--- config.mk ---
export PLATFORM = sky130hd
export DESIGN_NAME = bsbse_exec
export DESIGN_NICKNAME = d
export VERILOG_FILES = /design/src/rtl/bsbse_pkg.sv /design/src/rtl/bsbse_exec.sv
export SDC_FILE = /design/constraint.sdc
export NUM_CORES = 1
export LEC_CHECK = 0
export CAP_MARGIN = 20
export CORE_ASPECT_RATIO = 0.9
export CORE_MARGIN = 1
export CORE_UTILIZATION = 62
export CTS_BUF_LIST = sky130_fd_sc_hd__clkbuf_2
export DETAILED_ROUTE_END_ITERATION = 12
export DONT_BUFFER_PORTS = 1
export PLACE_DENSITY = 0.87
export RECOVER_POWER = 50
export REMOVE_ABC_BUFFERS = 1
export SYNTH_ARGS = -nofsm -noshare
export SYNTH_HDL_FRONTEND = slang
export SYNTH_SLANG_ARGS = --single-unit
export TNS_END_PERCENT = 20
--- constraint.sdc ---
create_clock -name ref_clk_in -period 3.4 [get_ports ref_clk_in]
set_input_delay 0.68 -clock ref_clk_in [delete_from_list [all_inputs] [get_ports ref_clk_in]]
set_output_delay 0.68 -clock ref_clk_in [all_outputs]
set_load 0.01 [all_outputs]
--- src/rtl/bsbse_pkg.sv ---
package bsbse_pkg;

  // Status flag positions in the status_flag_register
  localparam int FLAG_C = 0;
  localparam int FLAG_Z = 1;
  localparam int FLAG_N = 2;
  localparam int FLAG_V = 3;
  localparam int FLAG_S = 4;
  localparam int FLAG_H = 5;
  localparam int FLAG_T = 6;
  localparam int FLAG_I = 7;

  // Reset values
  localparam logic [7:0] STATUS_FLAG_REGISTER_RST = 8'h00;
  localparam logic [7:0] BYTE_RST = 8'h00;

  // Cycle counts
  localparam logic [1:0] CYC_ONE   = 2'h1;
  localparam logic [1:0] CYC_TWO   = 2'h2;
  localparam logic [1:0] CYC_THREE = 2'h3;

  // Program counter steps in words
  localparam int PC_STEP_NEXT   = 1;
  localparam int PC_STEP_SINGLE = 2;
  localparam int PC_STEP_DOUBLE = 3;
  localparam int OFFSET_W       = 7;

  typedef enum logic [5:0] {
    OP_COMPARE_IMMEDIATE,
    OP_SKIP_REG_BIT_CLEAR,
    OP_SKIP_REG_BIT_SET,
    OP_SKIP_IO_BIT_CLEAR,
    OP_SKIP_IO_BIT_SET,
    OP_BRANCH_FLAG_SET,
    OP_BRANCH_FLAG_CLEAR,
    OP_BRANCH_EQUAL,
    OP_BRANCH_NOT_EQUAL,
    OP_BRANCH_CARRY_SET,
    OP_BRANCH_CARRY_CLEAR,
    OP_BRANCH_UNSIGNED_GE,
    OP_BRANCH_UNSIGNED_LT,
    OP_BRANCH_MINUS,
    OP_BRANCH_PLUS,
    OP_BRANCH_SIGNED_GE,
    OP_BRANCH_SIGNED_LT,
    OP_BRANCH_HALF_SET,
    OP_BRANCH_HALF_CLEAR,
    OP_BRANCH_XFER_SET,
    OP_BRANCH_XFER_CLEAR,
    OP_BRANCH_OVF_SET,
    OP_BRANCH_OVF_CLEAR,
    OP_BRANCH_INT_ON,
    OP_BRANCH_INT_OFF,
    OP_IO_BIT_FORCE_ONE,
    OP_IO_BIT_FORCE_ZERO,
    OP_SHIFT_LEFT_LOGICAL,
    OP_SHIFT_RIGHT_LOGICAL,
    OP_ROTATE_LEFT_CARRY,
    OP_ROTATE_RIGHT_CARRY,
    OP_SHIFT_RIGHT_ARITH,
    OP_NIBBLE_SWAP
  } bsbse_op_t;

  typedef enum {
    ST_IDLE,
    ST_BUSY
  } bsbse_state_t;

endpackage

--- src/rtl/bsbse_exec.sv ---
`timescale 1ns/10ps
// How it works
// - Compare immediate subtracts constant, keeps register, sets Z N V C H, one cycle
// - Register bit skip tests bit, skips next instruction when polarity matches
// - I/O bit skip tests I/O bit, skips on match, flags untouched
// - Generic branch tests flag by index, jumps to pc plus offset plus one
// - Zero, carry and negative branches jump on matching flag, flags untouched
// - Unsigned branches use carry: same-or-higher on zero, lower on one
// - Signed branches use N xor V: ge on zero, lt on one
// - Half-carry branches jump on matching half-carry flag
// - Bit-transfer branches jump on matching bit-transfer flag
// - Overflow branches jump on matching overflow flag
// - Interrupt-state branches jump on matching global interrupt flag
// - I/O force one or zero changes one bit, two cycles, no flags
// - Logical left shift fills bit 0 with zero, sets Z C N V
// - Logical right shift fills bit 7 with zero, sets Z C N V
// - Rotate left moves carry into bit 0 and bit 7 to carry
// - Rotate right moves carry into bit 7 and bit 0 to carry
// - Arithmetic right shift keeps bit 7, sets Z C N V
// - Nibble swap exchanges halves, flags unchanged, one cycle
module bsbse_exec
  import bsbse_pkg::*;
#(
  parameter int PC_W = 16
) (
  input  wire logic            ref_clk_in,
  input  wire logic            sys_rst_in,
  input  wire logic            issue_in,
  input  bsbse_op_t            op_in,
  input  wire logic [7:0]      rd_data_in,
  input  wire logic [7:0]      imm_in,
  input  wire logic [2:0]      bit_sel_in,
  input  wire logic [6:0]      offset_in,
  input  wire logic [PC_W-1:0] pc_in,
  input  wire logic            next_two_word_in,
  input  wire logic [4:0]      io_addr_in,
  input  wire logic [7:0]      io_rd_data_in,
  input  wire logic            status_flag_register_we_in,
  input  wire logic [7:0]      status_flag_register_wdata_in,
  output logic                 ready_out,
  output logic                 done_out,
  output logic [7:0]           result_out,
  output logic                 result_we_out,
  output logic [PC_W-1:0]      pc_out,
  output logic                 pc_load_out,
  output logic [7:0]           status_flag_register_out,
  output logic [4:0]           io_addr_out,
  output logic [7:0]           io_wdata_out,
  output logic                 io_we_out
);

  bsbse_state_t    state_reg;
  logic [1:0]      remain_reg;
  logic            ready_reg;
  logic            done_reg;
  logic [7:0]      result_reg;
  logic            result_we_reg;
  logic [PC_W-1:0] pc_reg;
  logic            pc_load_reg;
  logic [7:0]      status_flag_register_reg;
  logic [4:0]      io_addr_reg;
  logic [7:0]      io_wdata_reg;
  logic            io_we_reg;
  logic            we_pend_reg;
  logic            pcl_pend_reg;
  logic            io_pend_reg;

  logic            accept;
  logic [7:0]      res_next;
  logic [7:0]      status_flag_register_next;
  logic            res_we;
  logic            flag_we;
  logic            pc_load;
  logic [PC_W-1:0] pc_next;
  logic [1:0]      cyc;
  logic            io_we;
  logic [7:0]      io_wdata_next;
  logic [7:0]      diff;
  logic            shift_c;
  logic            bit_val;
  logic            io_bit;
  logic            skip;
  logic            taken;
  logic [PC_W-1:0] br_target;

  assign accept = issue_in && ready_reg;
  assign bit_val = rd_data_in[bit_sel_in];
  assign io_bit = io_rd_data_in[bit_sel_in];
  assign diff = rd_data_in - imm_in;
  assign br_target = pc_in + {{(PC_W-OFFSET_W){offset_in[6]}}, offset_in}
                   + PC_W'(PC_STEP_NEXT);

  // Branch condition for every branch op
  function automatic logic br_cond(bsbse_op_t op, logic [7:0] s, logic [2:0] sel);
    logic r;
    r = 1'b0;
    case (op)
      OP_BRANCH_FLAG_SET:    r = s[sel];
      OP_BRANCH_FLAG_CLEAR:  r = !s[sel];
      OP_BRANCH_EQUAL:       r = s[FLAG_Z];
      OP_BRANCH_NOT_EQUAL:   r = !s[FLAG_Z];
      OP_BRANCH_CARRY_SET:   r = s[FLAG_C];
      OP_BRANCH_CARRY_CLEAR: r = !s[FLAG_C];
      OP_BRANCH_MINUS:       r = s[FLAG_N];
      OP_BRANCH_PLUS:        r = !s[FLAG_N];
      OP_BRANCH_UNSIGNED_GE: r = !s[FLAG_C];
      OP_BRANCH_UNSIGNED_LT: r = s[FLAG_C];
      OP_BRANCH_SIGNED_GE:   r = !(s[FLAG_N] ^ s[FLAG_V]);
      OP_BRANCH_SIGNED_LT:   r = s[FLAG_N] ^ s[FLAG_V];
      OP_BRANCH_HALF_SET:    r = s[FLAG_H];
      OP_BRANCH_HALF_CLEAR:  r = !s[FLAG_H];
      OP_BRANCH_XFER_SET:    r = s[FLAG_T];
      OP_BRANCH_XFER_CLEAR:  r = !s[FLAG_T];
      OP_BRANCH_OVF_SET:     r = s[FLAG_V];
      OP_BRANCH_OVF_CLEAR:   r = !s[FLAG_V];
      OP_BRANCH_INT_ON:      r = s[FLAG_I];
      OP_BRANCH_INT_OFF:     r = !s[FLAG_I];
      default:               r = 1'b0;
    endcase
    return r;
  endfunction

  // Z N V S after a shift or rotate
  function automatic logic [7:0] shift_flags(logic [7:0] s, logic [7:0] r, logic c);
    logic [7:0] f;
    f = s;
    f[FLAG_C] = c;
    f[FLAG_Z] = (r == BYTE_RST);
    f[FLAG_N] = r[7];
    f[FLAG_V] = r[7] ^ c;
    f[FLAG_S] = c;
    return f;
  endfunction

  // Operation decode
  always_comb begin
    res_next = rd_data_in;
    status_flag_register_next = status_flag_register_reg;
    res_we = 1'b0;
    flag_we = 1'b0;
    pc_load = 1'b0;
    pc_next = pc_in + PC_W'(PC_STEP_NEXT);
    cyc = CYC_ONE;
    io_we = 1'b0;
    io_wdata_next = io_rd_data_in;
    shift_c = 1'b0;
    skip = 1'b0;
    taken = br_cond(op_in, status_flag_register_reg, bit_sel_in);
    unique case (op_in)
      OP_COMPARE_IMMEDIATE: begin
        flag_we = 1'b1;
        status_flag_register_next[FLAG_Z] = (diff == BYTE_RST);
        status_flag_register_next[FLAG_N] = diff[7];
        status_flag_register_next[FLAG_V] = (rd_data_in[7] & !imm_in[7] & !diff[7])
                          | (!rd_data_in[7] & imm_in[7] & diff[7]);
        status_flag_register_next[FLAG_C] = (!rd_data_in[7] & imm_in[7]) | (imm_in[7] & diff[7])
                          | (diff[7] & !rd_data_in[7]);
        status_flag_register_next[FLAG_H] = (!rd_data_in[3] & imm_in[3]) | (imm_in[3] & diff[3])
                          | (diff[3] & !rd_data_in[3]);
        status_flag_register_next[FLAG_S] = status_flag_register_next[FLAG_N] ^ status_flag_register_next[FLAG_V];
      end
      OP_SKIP_REG_BIT_CLEAR: skip = !bit_val;
      OP_SKIP_REG_BIT_SET:   skip = bit_val;
      OP_SKIP_IO_BIT_CLEAR:  skip = !io_bit;
      OP_SKIP_IO_BIT_SET:    skip = io_bit;
      OP_IO_BIT_FORCE_ONE: begin
        io_we = 1'b1;
        io_wdata_next[bit_sel_in] = 1'b1;
        cyc = CYC_TWO;
      end
      OP_IO_BIT_FORCE_ZERO: begin
        io_we = 1'b1;
        io_wdata_next[bit_sel_in] = 1'b0;
        cyc = CYC_TWO;
      end
      OP_SHIFT_LEFT_LOGICAL: begin
        res_next = {rd_data_in[6:0], 1'b0};
        shift_c = rd_data_in[7];
        res_we = 1'b1;
        flag_we = 1'b1;
      end
      OP_SHIFT_RIGHT_LOGICAL: begin
        res_next = {1'b0, rd_data_in[7:1]};
        shift_c = rd_data_in[0];
        res_we = 1'b1;
        flag_we = 1'b1;
      end
      OP_ROTATE_LEFT_CARRY: begin
        res_next = {rd_data_in[6:0], status_flag_register_reg[FLAG_C]};
        shift_c = rd_data_in[7];
        res_we = 1'b1;
        flag_we = 1'b1;
      end
      OP_ROTATE_RIGHT_CARRY: begin
        res_next = {status_flag_register_reg[FLAG_C], rd_data_in[7:1]};
        shift_c = rd_data_in[0];
        res_we = 1'b1;
        flag_we = 1'b1;
      end
      OP_SHIFT_RIGHT_ARITH: begin
        res_next = {rd_data_in[7], rd_data_in[7:1]};
        shift_c = rd_data_in[0];
        res_we = 1'b1;
        flag_we = 1'b1;
      end
      OP_NIBBLE_SWAP: begin
        res_next = {rd_data_in[3:0], rd_data_in[7:4]};
        res_we = 1'b1;
      end
      default: begin
        if (taken) begin
          pc_load = 1'b1;
          pc_next = br_target;
          cyc = CYC_TWO;
        end
      end
    endcase
    if (skip) begin
      pc_load = 1'b1;
      pc_next = pc_in + PC_W'(next_two_word_in ? PC_STEP_DOUBLE : PC_STEP_SINGLE);
      cyc = next_two_word_in ? CYC_THREE : CYC_TWO;
    end
    if (op_in inside {OP_SHIFT_LEFT_LOGICAL, OP_SHIFT_RIGHT_LOGICAL, OP_ROTATE_LEFT_CARRY,
                      OP_ROTATE_RIGHT_CARRY, OP_SHIFT_RIGHT_ARITH}) begin
      status_flag_register_next = shift_flags(status_flag_register_reg, res_next, shift_c);
      status_flag_register_next[FLAG_S] = status_flag_register_next[FLAG_N] ^ status_flag_register_next[FLAG_V];
    end
  end

  // Cycle sequencing
  always_ff @(posedge ref_clk_in or posedge sys_rst_in) begin
    if (sys_rst_in) begin
      state_reg <= ST_IDLE;
      remain_reg <= 2'h0;
      ready_reg <= 1'b1;
      done_reg <= 1'b0;
    end else begin
      done_reg <= 1'b0;
      unique case (state_reg)
        ST_IDLE: begin
          if (accept) begin
            if (cyc == CYC_ONE) begin
              done_reg <= 1'b1;
            end else begin
              state_reg <= ST_BUSY;
              ready_reg <= 1'b0;
              remain_reg <= cyc - CYC_ONE;
            end
          end
        end
        ST_BUSY: begin
          if (remain_reg == CYC_ONE) begin
            state_reg <= ST_IDLE;
            ready_reg <= 1'b1;
            done_reg <= 1'b1;
          end else begin
            remain_reg <= remain_reg - CYC_ONE;
          end
        end
      endcase
    end
  end

  // Data outputs, captured at issue and held
  always_ff @(posedge ref_clk_in or posedge sys_rst_in) begin
    if (sys_rst_in) begin
      result_reg <= BYTE_RST;
      pc_reg <= '0;
      io_addr_reg <= 5'h00;
      io_wdata_reg <= BYTE_RST;
    end else if (accept) begin
      result_reg <= res_next;
      pc_reg <= pc_next;
      io_addr_reg <= io_addr_in;
      io_wdata_reg <= io_wdata_next;
    end
  end

  // Strobes, raised with done
  always_ff @(posedge ref_clk_in or posedge sys_rst_in) begin
    if (sys_rst_in) begin
      result_we_reg <= 1'b0;
      pc_load_reg <= 1'b0;
      io_we_reg <= 1'b0;
      we_pend_reg <= 1'b0;
      pcl_pend_reg <= 1'b0;
      io_pend_reg <= 1'b0;
    end else begin
      result_we_reg <= 1'b0;
      pc_load_reg <= 1'b0;
      io_we_reg <= 1'b0;
      if (accept && cyc == CYC_ONE) begin
        result_we_reg <= res_we;
        pc_load_reg <= pc_load;
      end else if (accept) begin
        we_pend_reg <= res_we;
        pcl_pend_reg <= pc_load;
        io_pend_reg <= io_we;
      end else if (state_reg == ST_BUSY && remain_reg == CYC_ONE) begin
        result_we_reg <= we_pend_reg;
        pc_load_reg <= pcl_pend_reg;
        io_we_reg <= io_pend_reg;
      end
    end
  end

  // Status flag register; compare never writes its difference back
  always_ff @(posedge ref_clk_in or posedge sys_rst_in) begin
    if (sys_rst_in) begin
      status_flag_register_reg <= STATUS_FLAG_REGISTER_RST;
    end else if (accept && flag_we) begin
      status_flag_register_reg <= status_flag_register_next;
    end else if (status_flag_register_we_in && !accept) begin
      status_flag_register_reg <= status_flag_register_wdata_in;
    end
  end

  assign ready_out = ready_reg;
  assign done_out = done_reg;
  assign result_out = result_reg;
  assign result_we_out = result_we_reg;
  assign pc_out = pc_reg;
  assign pc_load_out = pc_load_reg;
  assign status_flag_register_out = status_flag_register_reg;
  assign io_addr_out = io_addr_reg;
  assign io_wdata_out = io_wdata_reg;
  assign io_we_out = io_we_reg;
endmodule

==> run summary <==
Outcome -> finished clean
Post-layout nets -> 741
DRT Wirelength -> 13.8 mm
Hold Crit Endpoint -> io_addr_out[3]
Multi-input logic area -> 3560 sq um
Final Skew -> 14.6 ps
Hold Buf Count CTS -> 0
Grt ovf -> 0
Area Overhead vs Synth -> 0.926%
F_max -> 320 MHz
Syn avg cell area -> 8.15 sq um
Synth Register Bits -> 56
Row Count -> 31
Vias in the first global route -> 4,388
Asr flop ratio synth -> 100%
Worst setup path category -> reg2reg
DRT iter0 DRCs -> 375
Post-Synthesis Cells -> 647
Slew headroom -> 4.39%
Reg2Reg Setup Slack -> 270 ps
Worst-case clock buffer depth -> 2
DRC Markers -> 0
Main flop type after synthesis -> dfrtp_1
HP Start -> io_addr_in[3]
Hold Vio Cnt, Final -> 0
Chip height -> 89.5 microns
Area leader, netlist -> dfrtp_1
Synth Cell Area -> 5270 sq um
Post-synth top area share -> 26.1%
# IOs -> 124
Number of CTS-inserted buffers -> 5
Depth of the worst register-to-register path -> 13
Crit. End Element -> flip-flop
Diode count -> 0
Fillers -> 678
Placeable Area -> 8150 sq um
Via/cell ratio -> 6.64
Worst min path class -> in2reg
Post_cts resized -> 0
Share of layout cells above drive strength 1 -> 7.11%
Leakage -> 2.41 nW
Max VDD drop -> 0.224 mV
Final min period -> 3130 ps
Library cells used by synthesis -> 79
# clock sinks -> 56
CTS tree -> built
Postcts setup bufs -> 0
Part of the cycle the worst path needs -> 92.0%
Crit-path max FO -> 8
Top cells by area, synth -> dfrtp_1 26%, nand2_1 7.3%, ha_1 7.1%, o21ai_0 4.1%, nor2_1 4.1%
Detailed Routing Iterations Pass 1 -> 5
Die Footprint -> 8870 sq um
R2r endpoint -> remain_reg[0]
Most common library cells after synthesis -> 103 x nand2_1, 57 x nor2_1, 55 x dfrtp_1
Number of max-cap violations -> 0
Worst Hold Depth -> 2
Final Wtd Congestion -> 0.914
Routed Antenna Nets -> 0
Post-synth EDFFs -> 0
First-pass GRT wire length -> 21.6 mm
Die width -> 99.2 microns
Seq. cell area -> 1400 sq um
Avg WL per Cell -> 18.8 microns
Startpoint Class -> flip-flop
GRT Total Usage -> 30.4%
Yosys warnings -> 0
Setup violations, final -> 0
Pwr dens -> 264 nW/um^2
Tightest Pin Transition -> 1430 ps
RSZ-0062 raised after global routing -> no
Max reg flops -> 16
Power, Total -> 1.40 mW
Data arrival, critical path -> 3560 ps
Largest net degree at the start of global routing -> 38
Clk root buf -> clkbuf_2
Reg clk slew, reported paths -> 320 ps
Number of I/O port buffers -> 0
Post-layout util -> 65.3%
Vias -> 4,858
DPL Wire Length -> 10.4 mm
RR Startpoint -> status_flag_register_out[3]
Clock latency on the worst-skew pair -> 480 ps
Seq/Total Area, Yosys -> 26.6%
Most common cell in the netlist -> nand2_1
Req. time, crit path -> 3830 ps
Initial antenna violation count -> 0
Slew Limit Fails -> 0
Initial Util -> 64.7%
H-Tree Depth -> 2
routing by layer:
layer	wire length, microns	up-vias	track usage (%)
li1	-	2293	-
met1	5990	2311	42.0
met2	6330	229	49.0
met3	1230	25	6.18
met4	207	0	7.89
met5	0	-	0
cells by family after synthesis:
| group | count (synthesis) | synth area share, % |
|---|---|---|
| AOI/OAI and AO/OA | 175 | 23.2 |
| xor gates and xnor gates | 33 | 5.48 |
| adders and majority gates | 35 | 9.02 |
| buffers and inverters | 62 | 5.75 |
| DFF | 56 | 26.6 |
| muxes | 23 | 4.99 |
| and+or+nand+nor | 263 | 25.0 |
critical path, stage by stage (launching register included):
cell and delay, ps:
dfrtp_1 580, mux2_1 350, o22ai_1 150, and3b_1 190
o211ai_1 390, nor2_1 100, and3_1 220, a21o_1 180
ha_1 240, nor2_1 160, o21ai_0 170, inv_1 100
o21ai_0 90, a31oi_1 140
layout by cell type (no fill, tap or decap), drive strengths merged, types with 5 or more instances in the layout:
cell,Yosys,layout
fa,5,5
a21oi,31,31
nand2b,12,12
a21o,15,15
xnor2,20,20
and3,10,10
o21ai,45,45
mux2i,15,15
ha,30,30
a22oi,7,7
a22o,6,6
inv,30,31
clkbuf,14,7
mux2,6,6
nand4,6,6
nand2,105,105
and2,5,5
nor2b,12,12
o22ai,8,8
dfrtp,55,55
nand3,15,15
a211oi,10,10
nor2,58,58
nor3,13,13
xor2,13,13
o211ai,15,15
buf,18,8
a221o,5,5
a31oi,7,7
how the worst max path moves through the flow:
stage	slack, ps	from	endpoint	cells after the start
after floorplan	50	imm_in[1]	status_flag_register_out[1]	15
final	270	status_flag_register_out[3]	remain_reg[0]	13
after detailed placement	-90	imm_in[1]	status_flag_register_out[1]	15
after global routing	110	status_flag_register_out[3]	remain_reg[0]	13
after CTS	320	status_flag_register_out[3]	remain_reg[0]	13
after global placement	40	imm_in[1]	status_flag_register_out[1]	15
final cells by class:
type | count | share of cell area (%)
clock inverters | 3 | 0.423
flip-flops and latches | 56 | 26.4
multi-input cells | 529 | 67.0
inverters | 30 | 2.12
well taps | 99 | 2.33
repair buffers | 10 | 1.27
clock buffers | 5 | 0.470
stage by stage:
step	hold slack (ps)	instance area (sq um)	setup WS (ps)	setup TNS, ps	std cells
finish	268	5320	271	0	732
global route	241	5320	115	0	732
CTS	126	5330	316	0	732
detailed placement	476	5280	-91.3	-91.3	724
global placement	460	5280	39.7	0	724
floorplan	442	5080	45.4	0	615
report_power, final:
group	internal [mW]	total (mW)	switching (mW)
Combinational	0.186	0.409	0.223
Clock	0.0548	0.291	0.237
Sequential	0.677	0.702	0.0249
Total	0.918	1.40	0.485
Power figures use the tool's default switching activity.
